==> src/dac_regs_pkg.sv <==
package dac_regs_pkg;
  // ---------------------------------------------------------------
  // Register indices; byte address is four times the index
  // ---------------------------------------------------------------
  localparam logic [7:0] CTRL_IDX = 8'h55;
  localparam logic [7:0] CFG_IDX = 8'h57;
  localparam logic [7:0] CODE_IDX = 8'h01;
  localparam logic [7:0] GAIN_IDX = 8'h58;
  localparam logic [7:0] ZERO_IDX = 8'h59;
  localparam logic [7:0] STAT_IDX = 8'h5a;
  localparam int ADDR_W = 12;

  // ---------------------------------------------------------------
  // Configuration fields
  // ---------------------------------------------------------------
  localparam logic [15:0] CFG_WR_MASK = 16'h07bf;
  localparam int CFG_IRNG_LSB = 9;
  localparam int CFG_DUAL = 8;
  localparam int CFG_APD = 7;
  localparam int CFG_CAL = 5;
  localparam int CFG_MODEM = 4;
  localparam int CFG_FCHK = 3;
  localparam int CFG_WATCHDOG_ENABLE = 2;
  localparam int CFG_WDPD_LSB = 0;

  // ---------------------------------------------------------------
  // Control fields and range codes
  // ---------------------------------------------------------------
  localparam logic [15:0] CTRL_WR_MASK = 16'hfff7;
  localparam int CTRL_CLEAR_VALUE_SELECT = 15;
  localparam int CTRL_OUTEN = 12;
  localparam int CTRL_RANGE_LSB = 0;
  localparam logic [2:0] RANGE_LOOP_4_20 = 3'h5;
  localparam logic [2:0] RANGE_BIP_5 = 3'h2;
  localparam logic [2:0] RANGE_BIP_10 = 3'h3;

  // ---------------------------------------------------------------
  // Reset values and code constants
  // ---------------------------------------------------------------
  localparam logic [15:0] REG_RESET = 16'h0000;
  localparam logic [15:0] CODE_ZERO = 16'h0000;
  localparam logic [15:0] CODE_MID = 16'h8000;
  localparam logic [15:0] CODE_FULL = 16'hffff;
  localparam logic [15:0] LOW_NIBBLE_CLR = 16'hfff0;
  localparam logic [16:0] GAIN_UNITY = 17'h10000;
endpackage : dac_regs_pkg

==> src/dac_trim_calc.sv <==
`timescale 1ns/1ps
module dac_trim_calc #(
  parameter int RES_BITS = 16
) (
  input wire logic core_clk,
  input wire logic rst,
  input wire logic cal_en,
  input wire logic [15:0] code,
  input wire logic [15:0] gain,
  input wire logic [15:0] zero,
  output logic [15:0] code_out
);
  import dac_regs_pkg::*;

  typedef struct packed {
    logic [15:0] code;
  } trim_st_t;

  trim_st_t s;
  trim_st_t next_s;
  logic [32:0] prod;
  logic signed [18:0] sum;

  // Only the two documented resolutions have a datapath
  if (RES_BITS != 16 && RES_BITS != 12) begin : g_bad_res
    $error("RES_BITS must be 12 or 16");
  end

  // ---------------------------------------------------------------
  // Gain scales by (1 + g/65536), zero adds a signed offset
  // ---------------------------------------------------------------
  // Saturate instead of wrapping so a large trim cannot fold the output
  always_comb begin
    next_s = s;
    prod = 33'(code) * 33'(GAIN_UNITY + 17'(gain));
    // Spare top bit: full scale plus a positive offset must not wrap
    sum = $signed({2'b00, prod[32:16]}) + 19'($signed(zero));
    if (!cal_en) begin
      next_s.code = code;
    end else if (sum < 0) begin
      next_s.code = CODE_ZERO;
    end else if (sum > $signed({3'b000, CODE_FULL})) begin
      next_s.code = CODE_FULL;
    end else begin
      next_s.code = sum[15:0];
    end
    if (RES_BITS == 12) begin
      next_s.code = next_s.code & LOW_NIBBLE_CLR;
    end
  end

  // State register
  always_ff @(posedge core_clk) begin
    if (rst) begin
      s <= '0;
    end else begin
      s <= next_s;
    end
  end

  assign code_out = s.code;
endmodule : dac_trim_calc

==> src/dac_config_regs.sv <==
`timescale 1ns/1ps
// Function
// Configuration register lives at index 57h
// Host writes zeros to top five bits
// Secondary current range used only in dual mode
// Secondary range decodes like low range bits
// Secondary range write keeps output code
// Dual enable: both outputs, one code
// Power-down bit grounds sense node via resistor
// Host writes zero to configuration bit six
// Calibration enable applies gain and zero trim
// Modem input connected only in 4-20 mA
// Frame check enable turns frame checking on
// Watchdog enable starts the watchdog timer
// Low two bits select watchdog period
// Output code sixteen-bit unsigned, resets zero
// Gain trim sixteen-bit unsigned, resets zero
// Twelve-bit variant keeps bits fifteen to four
// Twelve-bit variant low nibble ignored, reads zero
// Zero trim two's complement, resets zero
// Range change clears code by clear select
// Control register lives at index 55h
// Configuration reads back fields, reserved zero
module dac_config_regs #(
  parameter int RES_BITS = 16
) (
  input wire logic core_clk,
  input wire logic rst,
  input wire logic psel,
  input wire logic penable,
  input wire logic pwrite,
  input wire logic [dac_regs_pkg::ADDR_W-1:0] paddr,
  input wire logic [31:0] pwdata,
  output logic [31:0] prdata,
  output logic pready,
  output logic pslverr,
  output logic [15:0] calibrated_code,
  output logic voltage_output_on,
  output logic current_output_on,
  output logic [1:0] current_range_active,
  output logic sense_ground_en,
  output logic modem_connect_en,
  output logic frame_check_enable,
  output logic watchdog_enable,
  output logic [1:0] watchdog_period_select
);
  import dac_regs_pkg::*;

  typedef struct packed {
    logic [15:0] ctrl;
    logic [15:0] cfg;
    logic [15:0] code;
    logic [15:0] gain;
    logic [15:0] zero;
    logic [31:0] rdata;
    logic ready;
    logic slverr;
    logic volt_on;
    logic cur_on;
    logic [1:0] cur_rng;
    logic sense_gnd;
    logic modem_on;
  } regs_st_t;

  regs_st_t s;
  regs_st_t next_s;
  logic access;
  logic wr_take;
  logic hit;
  logic [7:0] idx;
  logic [15:0] wdata;
  logic [15:0] cal_code;

  // Only the two documented resolutions have a datapath
  if (RES_BITS != 16 && RES_BITS != 12) begin : g_bad_res
    $error("RES_BITS must be 12 or 16");
  end

  // ---------------------------------------------------------------
  // Decode helpers
  // ---------------------------------------------------------------
  // Word-aligned address at one of the six register indices, else unmapped
  function automatic logic addr_ok(input logic [ADDR_W-1:0] a);
    logic [7:0] i;
    i = a[9:2];
    addr_ok = (a[1:0] == 2'b00) && (a[ADDR_W-1:10] == '0) &&
      (i == CTRL_IDX || i == CFG_IDX || i == CODE_IDX ||
       i == GAIN_IDX || i == ZERO_IDX || i == STAT_IDX);
  endfunction : addr_ok

  // Clear value for a range: bipolar zero volts is midscale
  function automatic logic [15:0] clear_code(input logic [15:0] c);
    logic [2:0] r;
    logic bip;
    r = c[CTRL_RANGE_LSB +: 3];
    bip = (r == RANGE_BIP_5) || (r == RANGE_BIP_10);
    if (r[2]) begin
      clear_code = CODE_ZERO;
    end else if (c[CTRL_CLEAR_VALUE_SELECT]) begin
      clear_code = bip ? CODE_ZERO : CODE_MID;
    end else begin
      clear_code = bip ? CODE_MID : CODE_ZERO;
    end
  endfunction : clear_code

  // Twelve-bit parts drop the low nibble of data words
  function automatic logic [15:0] res_mask(input logic [15:0] d);
    res_mask = (RES_BITS == 12) ? (d & LOW_NIBBLE_CLR) : d;
  endfunction : res_mask

  // ---------------------------------------------------------------
  // Bus decode
  // ---------------------------------------------------------------
  // One wait state keeps every bus output straight from a flop
  assign access = psel && penable;
  assign wr_take = access && s.ready && pwrite;
  assign idx = paddr[9:2];
  assign hit = addr_ok(paddr);
  assign wdata = pwdata[15:0];

  // ---------------------------------------------------------------
  // Next-state logic
  // ---------------------------------------------------------------
  always_comb begin
    next_s = s;
    next_s.ready = access && !s.ready;
    next_s.slverr = access && !s.ready && !hit;
    next_s.rdata = '0;
    if (access && !s.ready && !pwrite && hit) begin
      unique case (idx)
        CTRL_IDX: next_s.rdata = {16'h0000, s.ctrl};
        CFG_IDX: next_s.rdata = {16'h0000, s.cfg};
        CODE_IDX: next_s.rdata = {16'h0000, s.code};
        GAIN_IDX: next_s.rdata = {16'h0000, s.gain};
        ZERO_IDX: next_s.rdata = {16'h0000, s.zero};
        default: next_s.rdata = {16'h0000, 10'h000, s.volt_on,
          s.cur_on, s.cur_rng, s.sense_gnd, s.modem_on};
      endcase
    end
    // Writes land on the edge where the master sees pready
    if (wr_take && hit) begin
      unique case (idx)
        CTRL_IDX: begin
          next_s.ctrl = wdata & CTRL_WR_MASK;
          if (next_s.ctrl[CTRL_RANGE_LSB +: 3] !=
              s.ctrl[CTRL_RANGE_LSB +: 3]) begin
            next_s.code = res_mask(clear_code(next_s.ctrl));
          end
        end
        // Reserved bits are dropped so a careless host cannot set them
        CFG_IDX: next_s.cfg = wdata & CFG_WR_MASK;
        CODE_IDX: next_s.code = res_mask(wdata);
        GAIN_IDX: next_s.gain = res_mask(wdata);
        ZERO_IDX: next_s.zero = res_mask(wdata);
        default: next_s.code = s.code;
      endcase
    end
    // Output steering follows the registers as they will stand
    next_s.cur_rng = next_s.cfg[CFG_DUAL] ?
      next_s.cfg[CFG_IRNG_LSB +: 2] :
      next_s.ctrl[CTRL_RANGE_LSB +: 2];
    next_s.volt_on = next_s.ctrl[CTRL_OUTEN] &&
      (next_s.cfg[CFG_DUAL] || !next_s.ctrl[CTRL_RANGE_LSB + 2]);
    next_s.cur_on = next_s.ctrl[CTRL_OUTEN] &&
      (next_s.cfg[CFG_DUAL] || next_s.ctrl[CTRL_RANGE_LSB + 2]);
    next_s.sense_gnd = next_s.cfg[CFG_APD];
    // In dual mode the loop range comes from the secondary field
    next_s.modem_on = next_s.cfg[CFG_MODEM] &&
      ({1'b1, next_s.cur_rng} == RANGE_LOOP_4_20) &&
      (next_s.cfg[CFG_DUAL] || next_s.ctrl[CTRL_RANGE_LSB + 2]);
  end

  // State register, one process for the whole bank
  always_ff @(posedge core_clk) begin
    if (rst) begin
      s <= '0;
    end else begin
      s <= next_s;
    end
  end

  // ---------------------------------------------------------------
  // Calibration datapath
  // ---------------------------------------------------------------
  // Both outputs share the single code through one trim path
  dac_trim_calc #(
    .RES_BITS(RES_BITS)
  ) u_trim (
    .core_clk(core_clk),
    .rst(rst),
    .cal_en(s.cfg[CFG_CAL]),
    .code(s.code),
    .gain(s.gain),
    .zero(s.zero),
    .code_out(cal_code)
  );

  // ---------------------------------------------------------------
  // Outputs
  // ---------------------------------------------------------------
  assign prdata = s.rdata;
  assign pready = s.ready;
  assign pslverr = s.slverr;
  assign calibrated_code = cal_code;
  assign voltage_output_on = s.volt_on;
  assign current_output_on = s.cur_on;
  assign current_range_active = s.cur_rng;
  assign sense_ground_en = s.sense_gnd;
  assign modem_connect_en = s.modem_on;
  assign frame_check_enable = s.cfg[CFG_FCHK];
  assign watchdog_enable = s.cfg[CFG_WATCHDOG_ENABLE];
  assign watchdog_period_select = s.cfg[CFG_WDPD_LSB +: 2];
endmodule : dac_config_regs

==> config.mk <==
export PLATFORM = sky130hd
export DESIGN_NAME = dac_config_regs
export DESIGN_NICKNAME = d
export VERILOG_FILES = /design/src/dac_regs_pkg.sv /design/src/dac_trim_calc.sv /design/src/dac_config_regs.sv
export SDC_FILE = /design/constraint.sdc
export NUM_CORES = 1
export LEC_CHECK = 0
export CAP_MARGIN = 20
export CORE_MARGIN = 5
export CORE_UTILIZATION = 51
export CTS_BUF_LIST = sky130_fd_sc_hd__clkbuf_8
export CTS_CLUSTER_SIZE = 30
export DETAILED_ROUTE_END_ITERATION = 6
export DONT_BUFFER_PORTS = 1
export GPL_ROUTABILITY_DRIVEN = 0
export PLACE_DENSITY = 0.66
export SLEW_MARGIN = 20
export SYNTH_ARGS = -nofsm -noshare
export SYNTH_HDL_FRONTEND = slang
export SYNTH_SLANG_ARGS = --single-unit
export TNS_END_PERCENT = 50
==> constraint.sdc <==
create_clock -name core_clk -period 22.7 [get_ports core_clk]
set_input_delay 2.27 -clock core_clk [delete_from_list [all_inputs] [get_ports core_clk]]
set_output_delay 2.27 -clock core_clk [all_outputs]
set_load 0.02 [all_outputs]
==> reports/summary.md <==
Setup repair after global routing left no endpoint under its margin. In the finished design, the share of the clock period the worst path needs comes to 42.9%. Entering global routing, the biggest net connects 80 pins. Final instance area: 14000 µm².

The total routing usage reported by global routing came out at 24.0%. The max-slew violation count was 0. The DRC marker count from the first detailed-route iteration was 862. Category of the worst setup path launch point: a flop. The final layout contains 1850 nets.

After clock tree synthesis, the flow added hold-fix buffers numbering 0. The floorplan step defined a die boundary enclosing 30300 µm². The synthesized design devotes to its leading area cell type 30.4% of total area. In this run switching power makes up 26.1% of total power.

The number of flops mapped to enable cells by yosys came out at 0. Number of diodes: 0. Total count of hold-check failures in the final report: 0. After detailed routing, the number of remaining DRC violations is 0.

The root cell of the clock tree was sky130_fd_sc_hd__clkbuf_8. OpenSTA, run right after detailed placement, puts the worst setup slack at 13180 ps. The top cell types in the final layout, fill and taps aside, are sky130_fd_sc_hd__inv_1, sky130_fd_sc_hd__nand2_1, sky130_fd_sc_hd__fa_1.

In the detailed route, the total length drawn on met3 is 2870 µm. Measured along the x axis, the die boundary spans 174 µm. The top-level port count was 109; the post-detailed-placement cell area was 13800 µm². Cell with the largest stage delay on the worst path: sky130_fd_sc_hd__dfxtp_1.

In this run the worst hold path is classified as reg -> reg. The clock arrives with 22.7 ps of skew. The clock sink total is 112. Detailed routing placed a total of 16700 µm of wire on met2. The Yosys warning count was 0; the cell count after synthesis was 1542. Sequential cells account for 59.8% of the total power. The average instance in the mapped netlist occupies 8.89 µm².

Among the stages of the critical path, the cell type that occurs most often is sky130_fd_sc_hd__fa_1. The highest metal layer with signal wires was met5. Wires add up to 35300 µm. Cells with a size suffix above 1 make up 3.52% of the layout. The initial utilization of the core area, before any placement, comes to 51.3%. The number of iterations in the first detailed-routing pass is 6, and the count of cell types in the netlist is 63. Per report_power, the clock group accounts for 38.6% of the total. The total overflow left after global routing is 0. In the final routed layout, each cell accounts on average for 19.4 µm. In this run the power density over the cells is 23.5 nW/µm². The first global-routing pass estimated 58600 µm of wire. The floorplan step set the die height to 174 µm. Cell taking the most area after synthesis: sky130_fd_sc_hd__fa_1. The worst-skew pair later-pin latency is 380 ps, and the number of gates given a new drive strength after cts is 0.

The critical path in this run is classified as reg -> reg. The number of vias per cell came out at 5.65. For this block, wires on met1 add up to 14900 µm. Across the VDD grid, the largest voltage drop is 0.0435 mV.

For the arrival time of the worst setup path, the log shows 10050 ps. The library cell used most frequently in the layout, excluding fill and tap cells, is sky130_fd_sc_hd__inv_1. For the power share of the combinational group, the log shows 1.6%. The tools report the worst slew margin relative to its limit as 22.6%.

Via count of the first global-routing pass: 10800. In this run the remaining antenna-violating nets after routing total 0. Along the worst path, the maximum fanout reaches 18.

The static leakage is 6.86 nW. For this run, the top clock speed supported by timing is 103 MHz. The data required time of the critical path was 23010 ps. Internal power comes to 0.243 mW. The run finished with clean final reports. The final worst slack was 12960 ps; the total negative slack for setup checks was 0 ps.

In this run, synthesis produced a sequential element count of 112. The fraction of registers with async set or reset after synthesis came out at 0%. Counting the buffers created by CTS gives 9. The number of antenna violations at the first check in global routing is 2. Buffers placed on the I/O ports in this run total 0.

After floorplanning, the core was sized to cover 26700 µm². The tool flagged a number of max-cap violations equal to 0. By area the synthesized netlist is led by sky130_fd_sc_hd__fa_1, sky130_fd_sc_hd__dfxtp_1, sky130_fd_sc_hd__ha_1.

The tools report the total of endpoints with negative setup slack in the final report as 0. In this run the cell area of the synthesized design comes to 13700 µm². In this design, the stage delay of the slowest critical-path cell is 1090 ps. The run gives 60 as the number of placement rows.

The number of setup buffers added after CTS is 0. No sink is reached through more buffers than the 2 on the longest clock path. The transition time at the pin with the least slew margin is 1160 ps, and the deepest level of the CTS H-tree is 3.

For the finished layout, the period the worst path requires is 9740 ps. After synthesis, flip-flops and latches occupy 16.3% of the total area. Compared with the post-synthesis result, the final layout area differs by 2.10%.

For the HPWL reported at the end of detailed placement, the log shows 26400 µm. TritonCTS built the clock tree. The clock-pin slew reported for the worst setup and hold paths after clock tree synthesis came out at 130 ps. The total number of vias came out at 10300. The final design utilization was 52.4%. For this design the total switching power over the nets is 0.0858 mW. The top flip-flop cell by instance count after synthesis was sky130_fd_sc_hd__dfxtp_1. STA classifies the critical path endpoint as a flop.
## layout make-up
type                            instances  area [µm²]
Clock buffer                            9         124
Clock inverter                          7        91.3
Fill cell                            2552       12700
Inverter                              253         950
Multi-Input combinational cell       1075       10000
Sequential cell                       112        2240
Tap cell                              341         427
Timing Repair Buffer                   20         150
## cells in the mapped netlist, types with 6 or more instances
master,number
sky130_fd_sc_hd__nand3_1,6
sky130_fd_sc_hd__nand2_1,214
sky130_fd_sc_hd__nor2_1,74
sky130_fd_sc_hd__o21a_1,6
sky130_fd_sc_hd__xor2_1,12
sky130_fd_sc_hd__a22oi_1,24
sky130_fd_sc_hd__o221a_1,7
sky130_fd_sc_hd__a222oi_1,16
sky130_fd_sc_hd__dfxtp_1,112
sky130_fd_sc_hd__a21oi_1,59
sky130_fd_sc_hd__fa_1,208
sky130_fd_sc_hd__mux2i_1,41
sky130_fd_sc_hd__a31oi_1,8
sky130_fd_sc_hd__xnor2_1,22
sky130_fd_sc_hd__buf_4,38
sky130_fd_sc_hd__and2_1,116
sky130_fd_sc_hd__o21ai_0,16
sky130_fd_sc_hd__a21o_1,12
sky130_fd_sc_hd__a211oi_1,6
sky130_fd_sc_hd__nand4_1,7
sky130_fd_sc_hd__nor3_1,16
sky130_fd_sc_hd__clkbuf_1,75
sky130_fd_sc_hd__ha_1,122
sky130_fd_sc_hd__inv_1,253
## path summary, 6_finish.rpt
kind	startpoint	end	slack, ps	cells past startpoint
worst max-delay path	s[65]	u_trim.code_out[2]	12960	30
worst min register to register	s[52]	s[52]	490	2
worst max register to register	s[65]	u_trim.code_out[2]	12960	30
worst min-delay path	s[52]	s[52]	490	2
## worst max-delay path, delay by kind of cell (launching register included)
family          cells  cell delay (ps)
buf+inv             3              150
compound gates     15             3990
xor+xnor            2              300
flops               1             1090
simple gates        2              390
fa+ha+maj           8             3690
## metrics by stage
| stage | std cells | power, mW | hold WS [ps] |
|---|---|---|---|
| 2_1_floorplan | 1557 | 0.210 | 447 |
| 3_3_place_gp | 1801 | 0.206 | 471 |
| 3_5_place_dp | 1801 | 0.206 | 465 |
| 4_1_cts | 1817 | 0.331 | 492 |
| 5_1_grt | 1817 | 0.339 | 516 |
| 6_report | 1817 | 0.329 | 491 |
## layer usage
layer,GRT usage [%],up-vias
met1,33.3,5109
met2,39.7,384
li1,-,4705
met4,6.27,2
met3,3.52,60
met5,0,-
## power groups by stage
| stage | sequential, mW | combinational, mW | clock [mW] |
|---|---|---|---|
| floorplan | 0.201 | 0.00890 | 0 |
| global placement | 0.201 | 0.00514 | 0 |
| detailed placement | 0.201 | 0.00518 | 0 |
| CTS | 0.197 | 0.00519 | 0.129 |
| global route | 0.197 | 0.00568 | 0.137 |
| finish | 0.197 | 0.00529 | 0.127 |
## logic make-up (layout without fill, tap and decap cells)
group                      Yosys count  count (layout)  synth area share [%]
muxes                               41              41                  2.99
other                                1              16                0.0273
xor gates and xnor gates            34              34                  2.17
and+or+nand+nor                    467             467                  16.2
adders and majority gates          330             330                  41.5
AOI/OAI and AO/OA                  187             187                  9.56
DFF                                112             112                  16.3
buffers and inverters              370             289                  11.2
## sequential cells by signal, summed over array words and instances, names as in the netlist, 2 cells and up
| name | cells |
|---|---|
| s | 69 |
| prdata | 16 |
| u_trim.code_out | 16 |
| current_range_active | 2 |
| watchdog_period_select | 2 |
No activity file was read; power rests on OpenSTA's default activity.
